`src/hw/tmr_pkg.sv`:
```
// Package with register map, field layout and timing constants of the auto-reload timer
package tmr_pkg;
  localparam logic [7:0] TMR_CTRL_ADDR = 8'hC8;
  localparam logic [7:0] TMR_RELOAD_LOW_ADDR = 8'hCA;
  localparam logic [7:0] TMR_RELOAD_HIGH_ADDR = 8'hCB;
  localparam logic [7:0] TMR_COUNT_LOW_ADDR = 8'hCC;
  localparam logic [7:0] TMR_COUNT_HIGH_ADDR = 8'hCD;
  localparam int TMR_HI_FLAG_BIT = 7;
  localparam int TMR_LO_FLAG_BIT = 6;
  localparam int TMR_LO_IEN_BIT = 5;
  localparam int TMR_CAP_EN_BIT = 4;
  localparam int TMR_SPLIT_BIT = 3;
  localparam int TMR_RUN_BIT = 2;
  localparam int TMR_XCLK_BIT = 0;
  localparam logic [7:0] TMR_BYTE_RESET = 8'h00;
  localparam logic [3:0] TMR_SYS_DIV = 4'hC;
  localparam logic [2:0] TMR_EXT_DIV = 3'h7;
  localparam logic [7:0] TMR_BYTE_MAX = 8'hFF;

  typedef struct packed {
    logic hi_flag;
    logic lo_flag;
    logic lo_ien;
    logic cap_en;
    logic split;
    logic run;
    logic xclk;
  } tmr_ctrl_type;

  localparam tmr_ctrl_type TMR_CTRL_RESET = '0;
endpackage

```
`src/hw/tmr_sync_edge.sv`:
```
// Two-flop synchroniser with edge pulse for one asynchronous pin
`timescale 1ns/1ns
module tmr_sync_edge
  import tmr_pkg::*;
(
  input wire logic clk_i,
  input wire logic rst_i,
  input wire logic pin_i,
  input wire logic falling_i,
  output logic edge_o
);
  logic meta;
  logic sync;
  logic last;
  logic next_edge;

  always_comb begin
    next_edge = falling_i ? (last & ~sync) : (~last & sync);
  end

  // Only the second stage and its delayed copy feed the edge detector
  always_ff @(posedge clk_i) begin
    if (rst_i) begin
      meta <= 1'b0;
      sync <= 1'b0;
      last <= 1'b0;
      edge_o <= 1'b0;
    end else begin
      meta <= pin_i;
      sync <= meta;
      last <= sync;
      edge_o <= next_edge;
    end
  end
endmodule

```
`src/hw/tmr_timer.sv`:
```
// Auto-reload timer with split and capture modes behind a byte-wide register port
`timescale 1ns/1ns
module tmr_timer
  import tmr_pkg::*;
(
  input wire logic clk_i,
  input wire logic rst_i,
  input wire logic [7:0] sfr_addr_i,
  input wire logic sfr_wr_i,
  input wire logic [7:0] sfr_wdata_i,
  output logic [7:0] sfr_rdata_o,
  input wire logic ext_clk_i,
  input wire logic capture_input_pin_i,
  input wire logic high_byte_clock_select_i,
  input wire logic low_byte_clock_select_i,
  input wire logic timer_irq_enable_i,
  output logic irq_o
);
  tmr_ctrl_type ctrl;
  tmr_ctrl_type next_ctrl;
  logic [7:0] reload_low_byte;
  logic [7:0] reload_high_byte;
  logic [7:0] counter_low_byte;
  logic [7:0] counter_high_byte;
  logic [7:0] next_reload_low_byte;
  logic [7:0] next_reload_high_byte;
  logic [7:0] next_counter_low_byte;
  logic [7:0] next_counter_high_byte;
  logic [3:0] sys_div;
  logic [3:0] next_sys_div;
  logic [2:0] ext_div;
  logic [2:0] next_ext_div;
  logic ext_rise;
  logic cap_fall;
  logic sys_tick;
  logic ext_tick;
  logic base_tick;
  logic tick_low;
  logic tick_high;
  logic low_wrap;
  logic high_wrap;
  logic set_hi;
  logic set_lo;
  logic [7:0] next_rdata;
  logic next_irq;

  tmr_sync_edge u_ext_sync (
    .clk_i(clk_i),
    .rst_i(rst_i),
    .pin_i(ext_clk_i),
    .falling_i(1'b0),
    .edge_o(ext_rise)
  );

  tmr_sync_edge u_cap_sync (
    .clk_i(clk_i),
    .rst_i(rst_i),
    .pin_i(capture_input_pin_i),
    .falling_i(1'b1),
    .edge_o(cap_fall)
  );

  // Prescalers free-run so a clock switch takes effect on the next base tick
  always_comb begin
    sys_tick = (sys_div == TMR_SYS_DIV - 4'h1);
    next_sys_div = sys_tick ? 4'h0 : sys_div + 4'h1;
    ext_tick = ext_rise && (ext_div == TMR_EXT_DIV);
    next_ext_div = ext_rise ? ext_div + 3'h1 : ext_div;
    base_tick = ctrl.xclk ? ext_tick : sys_tick;
    // Byte clock select 1 bypasses the prescaler and counts every system clock; the low byte select acts in split mode only
    tick_low = low_byte_clock_select_i ? 1'b1 : base_tick;
    tick_high = high_byte_clock_select_i ? 1'b1 : base_tick;
  end

  always_comb begin
    next_ctrl = ctrl;
    next_reload_low_byte = reload_low_byte;
    next_reload_high_byte = reload_high_byte;
    next_counter_low_byte = counter_low_byte;
    next_counter_high_byte = counter_high_byte;
    low_wrap = 1'b0;
    high_wrap = 1'b0;
    set_hi = 1'b0;
    set_lo = 1'b0;
    if (ctrl.split) begin
      // Low byte ignores the run bit in split mode
      if (tick_low) begin
        low_wrap = (counter_low_byte == TMR_BYTE_MAX);
        next_counter_low_byte = counter_low_byte + 8'h01;
      end
      if (ctrl.run && tick_high) begin
        high_wrap = (counter_high_byte == TMR_BYTE_MAX);
        next_counter_high_byte = counter_high_byte + 8'h01;
      end
      if (low_wrap && !ctrl.cap_en) begin
        next_counter_low_byte = reload_low_byte;
      end
      if (high_wrap && !ctrl.cap_en) begin
        next_counter_high_byte = reload_high_byte;
      end
    end else if (ctrl.run && tick_high) begin
      low_wrap = (counter_low_byte == TMR_BYTE_MAX);
      high_wrap = low_wrap && (counter_high_byte == TMR_BYTE_MAX);
      {next_counter_high_byte, next_counter_low_byte} = {counter_high_byte, counter_low_byte} + 16'h0001;
      if (high_wrap && !ctrl.cap_en) begin
        next_counter_low_byte = reload_low_byte;
        next_counter_high_byte = reload_high_byte;
      end
    end
    set_lo = low_wrap;
    set_hi = high_wrap;
    // Capture reuses the high flag so software can see and clear the event
    if (ctrl.cap_en && cap_fall) begin
      next_reload_low_byte = counter_low_byte;
      next_reload_high_byte = counter_high_byte;
      set_hi = 1'b1;
    end
    if (sfr_wr_i) begin
      case (sfr_addr_i)
        TMR_CTRL_ADDR: begin
          next_ctrl.hi_flag = sfr_wdata_i[TMR_HI_FLAG_BIT];
          next_ctrl.lo_flag = sfr_wdata_i[TMR_LO_FLAG_BIT];
          next_ctrl.lo_ien = sfr_wdata_i[TMR_LO_IEN_BIT];
          next_ctrl.cap_en = sfr_wdata_i[TMR_CAP_EN_BIT];
          next_ctrl.split = sfr_wdata_i[TMR_SPLIT_BIT];
          next_ctrl.run = sfr_wdata_i[TMR_RUN_BIT];
          next_ctrl.xclk = sfr_wdata_i[TMR_XCLK_BIT];
        end
        TMR_RELOAD_LOW_ADDR: begin
          next_reload_low_byte = sfr_wdata_i;
        end
        TMR_RELOAD_HIGH_ADDR: begin
          next_reload_high_byte = sfr_wdata_i;
        end
        TMR_COUNT_LOW_ADDR: begin
          next_counter_low_byte = sfr_wdata_i;
        end
        TMR_COUNT_HIGH_ADDR: begin
          next_counter_high_byte = sfr_wdata_i;
        end
        default: begin
        end
      endcase
    end
    // A hardware event in the same cycle as a software clear still lands
    next_ctrl.hi_flag = next_ctrl.hi_flag | set_hi;
    next_ctrl.lo_flag = next_ctrl.lo_flag | set_lo;
  end

  always_comb begin
    case (sfr_addr_i)
      TMR_CTRL_ADDR: begin
        next_rdata = 8'h00;
        next_rdata[TMR_HI_FLAG_BIT] = ctrl.hi_flag;
        next_rdata[TMR_LO_FLAG_BIT] = ctrl.lo_flag;
        next_rdata[TMR_LO_IEN_BIT] = ctrl.lo_ien;
        next_rdata[TMR_CAP_EN_BIT] = ctrl.cap_en;
        next_rdata[TMR_SPLIT_BIT] = ctrl.split;
        next_rdata[TMR_RUN_BIT] = ctrl.run;
        next_rdata[TMR_XCLK_BIT] = ctrl.xclk;
      end
      TMR_RELOAD_LOW_ADDR: begin
        next_rdata = reload_low_byte;
      end
      TMR_RELOAD_HIGH_ADDR: begin
        next_rdata = reload_high_byte;
      end
      TMR_COUNT_LOW_ADDR: begin
        next_rdata = counter_low_byte;
      end
      TMR_COUNT_HIGH_ADDR: begin
        next_rdata = counter_high_byte;
      end
      default: begin
        next_rdata = 8'h00;
      end
    endcase
  end

  // Level request; stays up until software clears the flag or the enable drops
  always_comb begin
    next_irq = timer_irq_enable_i && (ctrl.hi_flag || (ctrl.lo_flag && ctrl.lo_ien));
  end

  // Dividers never stop, so the first count after run lands within one period, not after a full one
  always_ff @(posedge clk_i) begin
    if (rst_i) begin
      sys_div <= 4'h0;
      ext_div <= 3'h0;
    end else begin
      sys_div <= next_sys_div;
      ext_div <= next_ext_div;
    end
  end

  always_ff @(posedge clk_i) begin
    if (rst_i) begin
      ctrl <= TMR_CTRL_RESET;
      reload_low_byte <= TMR_BYTE_RESET;
      reload_high_byte <= TMR_BYTE_RESET;
      counter_low_byte <= TMR_BYTE_RESET;
      counter_high_byte <= TMR_BYTE_RESET;
    end else begin
      ctrl <= next_ctrl;
      reload_low_byte <= next_reload_low_byte;
      reload_high_byte <= next_reload_high_byte;
      counter_low_byte <= next_counter_low_byte;
      counter_high_byte <= next_counter_high_byte;
    end
  end

  // Read data and request leave straight from flops so the port never glitches
  always_ff @(posedge clk_i) begin
    if (rst_i) begin
      sfr_rdata_o <= 8'h00;
      irq_o <= 1'b0;
    end else begin
      sfr_rdata_o <= next_rdata;
      irq_o <= next_irq;
    end
  end
endmodule

```
`config.mk`:
```
export PLATFORM = sky130hd
export DESIGN_NAME = tmr_timer
export DESIGN_NICKNAME = d
export VERILOG_FILES = /design/src/hw/tmr_pkg.sv /design/src/hw/tmr_sync_edge.sv /design/src/hw/tmr_timer.sv
export SDC_FILE = /design/constraint.sdc
export NUM_CORES = 1
export LEC_CHECK = 0
export ABC_AREA = 0
export BUFFER_PORTS_ARGS = -buffer_cell sky130_fd_sc_hd__buf_2
export CORE_MARGIN = 10
export CORE_UTILIZATION = 45
export DETAILED_ROUTE_END_ITERATION = 10
export PLACE_DENSITY = 0.65
export SLEW_MARGIN = 20
export SYNTH_ARGS = -nofsm -noshare
export SYNTH_HDL_FRONTEND = slang
export SYNTH_HIERARCHICAL = 1
export SYNTH_SLANG_ARGS = --single-unit
```
`constraint.sdc`:
```
create_clock -name clk_i -period 2.55 [get_ports clk_i]
set_input_delay 0.1275 -clock clk_i [delete_from_list [all_inputs] [get_ports clk_i]]
set_output_delay 0.1275 -clock clk_i [all_outputs]
set_load 0.005 [all_outputs]
```
Word-level counts from Yosys, hierarchy flattened
Index checks and enable logic that the tools add are counted.

word-level totals
  register bits after elaboration = 63
  input bits = 24
  output and inout bits = 9
  word-level logic and storage cells = 91

cells by class
  add/subtract/negate cells = 5
  equality and inequality tests = 9
  multiplexer cells = 35
  bitwise operators = 6
  reduce and logical (&&, ||, !) cells = 13

operators with widths
  cell                   count
  $mux 8                 20
  $eq 8x8->1 const B     7
  $pmux 8 s5             1
  $add 16x1->16 const B  1
  $add 8x1->8 const B    2
  $mux 7                 2
  $mux 1                 12
  $logic_and 1x1->1      9
  $add 4x1->4 const B    1
  $eq 4x4->1 const B     1
  $add 3x1->3 const B    1
  $eq 3x3->1 const B     1
  $and 1x1->1            2
  $not 1->1              2
  $or 1x1->1             2
  $reduce_and 2->1       1
  $reduce_or 2->1        1
  $logic_not 1->1        1
  $logic_or 1x1->1       1

Longest topological paths before layout
Gate-level depths: netlist of run 1.

  depth after elaboration = 12
  mapped depth = 10
  depth with buffers taken out = 8

Hierarchy
The synthesis of run 1 kept the hierarchy.

by module, submodules not included
  module         times used  cells an instance  area each (µm²)
  tmr_timer      1           471                3548.4
  tmr_sync_edge  2           10                 123.9

Worst setup path after synthesis of run 1
No wires, ideal clock.

  path type = register to register
  from = register ext_div[0]
  to = register counter_low_byte[4]
  arrival time = 1941 ps
  slack = 535 ps
  cell stages (with the launch flop) = 10
  path buffers = 1
  clock period less this slack = 2015 ps
  cell sequence = dfxtp_1 > ha_1 > ha_1 > and3_1 > or3_1 > buf_6 > a21oi_2 > a21oi_1 > or3_1 > a31oi_1

on the way
  cells in the longest elaborated chain, start to end = 11
  elaborated cells on any way between the ends = 15
  those cells by class = eq/ne (1); mux (11); reduce/logical (3)

RTL lines
  what                    RTL line          RTL
  from (decl)             tmr_timer.sv:31   logic [2:0] ext_div;
  from (signal assigned)  tmr_timer.sv:192  ext_div <= next_ext_div;
  $eq 3x3->1 *            tmr_timer.sv:67   ext_tick = ext_rise && (ext_div == TMR_EXT_DIV);
  $logic_and 1x1->1 *     tmr_timer.sv:67
  $mux 1 *                tmr_timer.sv:69   base_tick = ctrl.xclk ? ext_tick : sys_tick;
  $mux 1                  tmr_timer.sv:71   tick_low = low_byte_clock_select_i ? 1'b1 : base_tick;
  $mux 1                  tmr_timer.sv:87   if (tick_low) begin
  $mux 1                  tmr_timer.sv:85   if (ctrl.split) begin
  $logic_and 1x1->1       tmr_timer.sv:95   if (low_wrap && !ctrl.cap_en) begin
  $mux 8                  tmr_timer.sv:95
  $mux 8 *                tmr_timer.sv:85
  $mux 8                  tmr_timer.sv:119  case (sfr_addr_i)
  $mux 8 *                tmr_timer.sv:118  if (sfr_wr_i) begin
  to (signal assigned)    tmr_timer.sv:207  counter_low_byte <= next_counter_low_byte;
  to (decl)               tmr_timer.sv:23   logic [7:0] counter_low_byte;

Every way passes the cells marked *; elsewhere a longest branch is shown, timed or not. The select of a mux whose other input is x is not followed.
A chain may end at the register's enable or synchronous reset.

Final worst setup path of run 1
  from = register counter_low_byte[0]
  to = register counter_low_byte[4]

on the way
  cells in the longest elaborated chain, start to end = 8
  elaborated cells on any way between the ends = 15
  those cells by class = add/sub (2); eq/ne (1); mux (9); reduce/logical (3)

RTL lines
  what                                                                   RTL line
  parallel branches: the longest is 5 deep, another holds $add 16x1->16  n/a
  $mux 8 *                                                               tmr_timer.sv:85
  $mux 8                                                                 tmr_timer.sv:119
  $mux 8 *                                                               tmr_timer.sv:118

Mark *: on every way between the ends. The select of a mux whose other input is x is not followed.

==> flow_metrics.tcl, run 1 <==
set metrics [dict create \
    first_global_vias 3927 \
    die_w_microns 112 \
    fp-row-count 33 \
    drc 0 \
    ant_nets 0 \
    drtPass1Iterations 5 \
    drive_above_1_share 0.162 \
    period_share 0.961 \
    drtIter0Drc 353 \
    hold_class "primary input to flop" \
    grt_first_pass_wirelength_mm 21.1 \
    synthArstFlopShare 0 \
    cts_max_level 3 \
    drv_cap 0 \
    layout_common_cells "dfxtp_1, nor2_1, nand2_1" \
    vias 4101 \
    die_h_microns 112 \
    ys.flop_type "dfxtp_1" \
    arrival_ns 2.73 \
    syn_area_per_cell_sq_um 7.73 \
    grt_usage 0.206 \
    period_needed_ns 2.45 \
    hold_viol_final 0 \
    p_seq_frac 0.475 \
    cts_root_buf "clkbuf_8" \
    crit_type "flop to flop" \
    drt-total-wl_mm 13.3 \
    cts_buffer_depth 2 \
    yosysWarnings 6 \
    clockPowerShare 0.471 \
    vias_per_cell 6.52 \
    syn-cell-area_sq_um 3800 \
    cp-start-kind "flop" \
    areaGrowthSynthToFinish_pct 14.2 \
    finClkSkew_ns 0.0111 \
    switching_share 0.236 \
    power.share.combinational 0.053 \
    diodes 0 \
    synth-edff-count 0 \
    cp_max_fo 9 \
    path_clk_slew_ns 0.08 \
    drv_slew 0 \
    clock.fmax_mhz 408 \
    syn_inst 491 \
    port_buffers 32 \
    clk_latency_ns 0.35 \
    vdd_drop_max_mv 0.250 \
    cp.required_ns 2.83 \
    power.internal_uw 1610 \
    place_ws_ns 0.166 \
    place_congestion 0.987 \
    avgRoutedWirePerCell_microns 21.1 \
    power.total_uw 2110 \
    grt-ovfl-total 0 \
    setup_slack_ns 0.100 \
    yosys_register_bits 63 \
    p_leak_uw 0.00147 \
    synth_cell_types 63 \
    dp_hpwl_mm 9.20 \
    switchingPower_uw 498 \
    cts_buffers 9 \
    setup_viol 0 \
    powerDensity_nw_per_um2 487 \
    core_area_sq_um 8220 \
    numClockSinks 63 \
    end_kind "flop" \
    grt_antenna_before_repair 0 \
    slew_headroom 0.476 \
    cts_setup_buffers 0 \
    start_util 0.462 \
    ios 33 \
    cts_tree "yes" \
    worstMarginPinSlew_ns 0.783 \
    final_common_cell "dfxtp_1" \
    dieArea_sq_um 12500 \
    synth.yosys.seq_area_share 0.332 \
    grt_max_degree 50 \
    grt_setup_unrepaired "yes" \
    nets 548 \
    status "finished, final reports clean" \
]
==> cell usage after synthesis, types with 3 or more instances <==
library cell	number	area, sq um
xnor2_1	6	52.6
a211oi_1	12	90.1
a31oi_1	15	93.8
inv_1	3	11.3
a22oi_1	16	120
a21oi_1	31	155
nand4b_1	3	26.3
nor2_1	58	218
dfxtp_1	63	1260
ha_1	5	62.6
and3_1	4	25.0
nor3_1	15	75.1
o21ai_0	14	70.1
a21oi_2	3	26.3
a311oi_1	16	140
xor2_1	3	26.3
o2bb2ai_1	4	35.0
mux2i_1	11	110
o31ai_1	4	30.0
nand3b_1	3	22.5
clkbuf_2	3	15.0
a2111oi_0	4	35.0
nor2b_1	7	43.8
nand4_1	7	43.8
buf_2	18	90.1
nor3b_1	4	30.0
nand2_1	54	203
clkbuf_1	23	86.3
nor4_1	5	31.3
nand3_1	29	145
or3_1	3	18.8
==> flip-flops by register name, indices dropped and copies added (netlist names), 3 cells and up <==
register           flops
ctrl                   7
sys_div                4
counter_high_byte      8
ext_div                3
sfr_rdata_o            8
reload_low_byte        8
reload_high_byte       8
counter_low_byte       8
==> critical path: stages (launching register included) <==
cell,delay (ns)
dfxtp_1,0.52
ha_1,0.34
nand4_2,0.22
nor4_2,0.65
a21oi_1,0.14
or3_1,0.36
a31oi_1,0.15
==> power by group through the flow <==
stage                     sequential [uW]  clock [uW]  combinational [uW]
after floorplan                      1020           0                55.9
after global placement               1030           0                 107
after detailed placement             1030           0                 108
after CTS                            1000        1010                 111
after global routing                 1000        1050                 124
final                                1000         996                 113
==> per-stage QoR <==
stage               TNS, ns  instances   util  hold slack [ns]  cell area [sq um]
floorplan                 0        493      -            0.190               3800
CTS                       0        629  0.528           0.0309               4340
global placement          0        611  0.498            0.342               4090
global route         -0.465        629  0.528           0.0289               4340
detailed placement        0        611  0.498            0.345               4090
finish                    0        629  0.528           0.0320               4340
==> kinds of logic (layout without fill, tap and decap cells) <==
logic type | count (synthesis) | after routing | share of synthesized area
fa+ha+maj | 5 | 5 | 0.0165
buf+inv | 49 | 80 | 0.0573
simple gates | 211 | 211 | 0.282
compound gates | 141 | 141 | 0.260
mux | 11 | 11 | 0.0290
xor+xnor | 9 | 9 | 0.0208
flops | 63 | 63 | 0.332
other cells | 2 | 4 | 0.00198
==> layout make-up <==
| class | count | area (sq um) |
|---|---|---|
| fill | 786 | 3880 |
| multi-input combinational | 381 | 2330 |
| sequential | 63 | 1260 |
| timing repair buffer | 60 | 375 |
| clock buffer | 11 | 141 |
| tap | 105 | 131 |
| clock inverter | 5 | 81.3 |
| inverter | 4 | 15.0 |
==> path summary, 6_finish.rpt <==
| kind | start | to | slack [ns] | cells after the start |
|---|---|---|---|---|
| max reg2reg | counter_low_byte[0]$_SDFF_PP0_ | counter_low_byte[4]$_SDFF_PP0_ | 0.10 | 6 |
| max | counter_low_byte[0]$_SDFF_PP0_ | counter_low_byte[4]$_SDFF_PP0_ | 0.10 | 6 |
| min | timer_irq_enable_i | irq_o$_SDFF_PP0_ | 0.03 | 2 |
| min reg2reg | u_cap_sync/meta$_SDFF_PP0_ | u_cap_sync/sync$_SDFF_PP0_ | 0.45 | 1 |
==> timing repair <==
action / in CTS / in global routing
hold endpoints to repair: 2 / 0
gates resized for setup: 0 / 0
endpoints found under the setup margin: 0 / 5
hold buffers: 2 / 0
==> routing by layer <==
layer | part of all wire | wire [microns] | GRT usage
met5 | 0 | 0 | 0
met4 | 0.035 | 471 | 0.0848
met3 | 0.085 | 1130 | 0.0499
met2 | 0.46 | 6090 | 0.328
met1 | 0.42 | 5590 | 0.259
Power figures use the tool's default switching activity.
==> inputs of run 2 (changes only) <==
Settings changed: SYNTH_HIERARCHICAL 1 to unset.
==> flow_metrics.tcl, run 2 <==
set metrics [dict create \
    slew_headroom 0.521 \
    cts_resized 0 \
    drtPass1Iterations 8 \
    syn_area_per_cell_sq_um 8.00 \
    setup_viol 0 \
    ant_nets 0 \
    cts_max_level 3 \
    clockPowerShare 0.433 \
    switching_share 0.241 \
    cp-start-kind "flop" \
    yosysMostFrequentCell "nor2_1" \
    arrival_ns 2.60 \
    dp_hpwl_mm 8.76 \
    port_buffers 32 \
    vias 3931 \
    hold_buffers 2 \
    synth_cell_types 69 \
    nets 521 \
    synthXorXnorAreaFrac 0.0167 \
    grt-ovfl-total 0 \
    yosysTopAreaCell "dfxtp_1" \
    status "finished, final reports clean" \
    layout_common_cells "nor2_1, dfxtp_1, nand2_1" \
    period_needed_ns 2.37 \
    cts_setup_buffers 0 \
    cp_max_fo 13 \
    synth_fa_ha_area_frac 0.0170 \
    grt_first_pass_wirelength_mm 20.1 \
    critical_path.endpoint "counter_low_byte[0]$_SDFF_PP0_" \
    powerDensity_nw_per_um2 467 \
    avgRoutedWirePerCell_microns 20.9 \
    power.internal_uw 1470 \
    end_kind "flop" \
    syn-cell-area_sq_um 3680 \
    drv_slew 0 \
    cts_buffers 9 \
    drive_above_1_share 0.188 \
    syn_inst 460 \
    switchingPower_uw 468 \
    grt_setup_unrepaired "no" \
    clock.fmax_mhz 421 \
    power.share.combinational 0.052 \
    die_h_microns 110 \
    p_leak_uw 0.00143 \
    r2r_end "counter_low_byte[0]$_SDFF_PP0_" \
    drc 0 \
    path_clk_slew_ns 0.08 \
    synth-simple-area-share 0.286 \
    fp-row-count 32 \
    synth_top_family_by_area "simple AND/OR/NAND/NOR gates" \
    place_congestion 0.954 \
    diodes 0 \
    tns_ns 0 \
    cts_root_buf "clkbuf_8" \
    crit_start "counter_high_byte[1]$_SDFF_PP0_" \
    reg2reg_depth 7 \
    final_common_cell "nor2_1" \
    placed_cell_area_sq_um 3960 \
    clk_latency_ns 0.35 \
    reg2reg_slack_ns 0.18 \
    synth-edff-count 0 \
    cts_buffer_depth 2 \
    finClkSkew_ns 0.0100 \
    synth_common_cells "nor2_1, dfxtp_1, nand2_1" \
    grt_usage 0.198 \
    vdd_drop_max_mv 0.285 \
    syn-num-nets 489 \
    period_share 0.931 \
    worstMarginPinSlew_ns 0.717 \
    synthArstFlopShare 0 \
    drt-total-wl_mm 12.5 \
    numClockSinks 63 \
    synth.area.mux_share 0.0218 \
    synth_top_cell_area_share 0.343 \
    hold_class "primary input to flop" \
    die_w_microns 110 \
    dieArea_sq_um 12200 \
    areaGrowthSynthToFinish_pct 13.1 \
    cp.required_ns 2.78 \
    fin_area_sq_um 4160 \
    ios 33 \
    start_util 0.469 \
    drv_cap 0 \
    synth-compound-area-share 0.265 \
    p_seq_frac 0.515 \
    cts_tree "yes" \
    crit_type "flop to flop" \
    hold_viol_final 0 \
    first_global_vias 3663 \
    drtIter0Drc 426 \
    synth.yosys.seq_area_share 0.343 \
    timing.rr.start "counter_high_byte[1]$_SDFF_PP0_" \
    ys.flop_type "dfxtp_1" \
    synth_area_leaders "dfxtp_1, nor2_1, a311oi_1, nand2_1, a21oi_1" \
    yosys_register_bits 63 \
    grt_max_degree 24 \
    yosysWarnings 0 \
    grt_antenna_before_repair 0 \
    vias_per_cell 6.57 \
    core_area_sq_um 7850 \
]
-- run 2: cell types whose count changed after synthesis, sizes merged, moves of 3 or more --
cell | previous run | this run
mux2i | 11 | 8
nand4 | 9 | 5
a222oi | 1 | 7
o21ai | 15 | 24
nor2 | 58 | 66
a211oi | 12 | 8
nor4 | 6 | 2
nand2 | 54 | 47
a311oi | 16 | 22
a31oi | 15 | 4
clkbuf | 26 | 17
a22oi | 16 | 11
-- run 2: worst min path at each step --
| stage | startpoint | end | slack (ns) | cells after the start |
|---|---|---|---|---|
| floorplan | capture_input_pin_i | u_cap_sync.meta$_SDFF_PP0_ | 0.26 | 1 |
| global placement | ext_clk_i | u_ext_sync.meta$_SDFF_PP0_ | 0.34 | 2 |
| detailed placement | capture_input_pin_i | u_cap_sync.meta$_SDFF_PP0_ | 0.34 | 2 |
| CTS | timer_irq_enable_i | irq_o$_SDFF_PP0_ | 0.04 | 2 |
| global route | timer_irq_enable_i | irq_o$_SDFF_PP0_ | 0.04 | 2 |
| finish | timer_irq_enable_i | irq_o$_SDFF_PP0_ | 0.04 | 2 |
-- run 2: through the flow --
stage	power, uW	util	hold WS (ns)	worst slack [ns]	std cells
6_report	1940	0.530	0.0392	0.176	598
5_1_grt	2000	0.530	0.0400	0.0664	598
4_1_cts	1950	0.530	0.0351	0.194	598
3_5_place_dp	1120	0.505	0.344	0.221	581
3_3_place_gp	1120	0.505	0.343	0.298	581
2_1_floorplan	1070	-	0.256	0.488	460
-- run 2: power by group through the flow --
stage | Sequential, uW | Combinational (uW) | Clock (uW)
floorplan | 1020 | 47.3 | 0
global placement | 1020 | 95.8 | 0
detailed placement | 1020 | 96.6 | 0
CTS | 1000 | 99.5 | 851
global route | 1000 | 109 | 891
finish | 1000 | 101 | 841
-- run 2: critical path, stage by stage (launching register included) --
cell       delay, ns
dfxtp_1         0.46
ha_1            0.33
nand4_4         0.18
or4_4           0.64
nor2_1          0.16
a211oi_2        0.06
a2111oi_2       0.34
nor3_2          0.07
-- run 2: logic make-up (layout without fill, tap and decap cells) --
kind of cell               after synthesis  count (layout)
and+or+nand+nor                        202             202
DFF                                     63              63
buffers and inverters                   39              75
xor gates and xnor gates                 7               7
muxes                                    8               8
AOI/OAI and AO/OA                      136             136
adders and majority gates                5               5
-- run 2: routing by layer --
| layer | global-route usage | routed length, microns | vias up |
|---|---|---|---|
| met5 | 0 | 0 | - |
| met4 | 0.102 | 529 | 0 |
| li1 | - | - | 1782 |
| met2 | 0.306 | 5760 | 218 |
| met1 | 0.249 | 5050 | 1878 |
| met3 | 0.0465 | 1150 | 53 |
-- run 2: area by class of cell --
type / instances / area [sq um]
clock inverters: 4 / 47.5
repair buffers: 57 / 353
clock buffers: 11 / 131
flip-flops and latches: 63 / 1260
well taps: 102 / 128
inverters: 3 / 11.3
fillers: 776 / 3680
multi-input cells: 358 / 2230
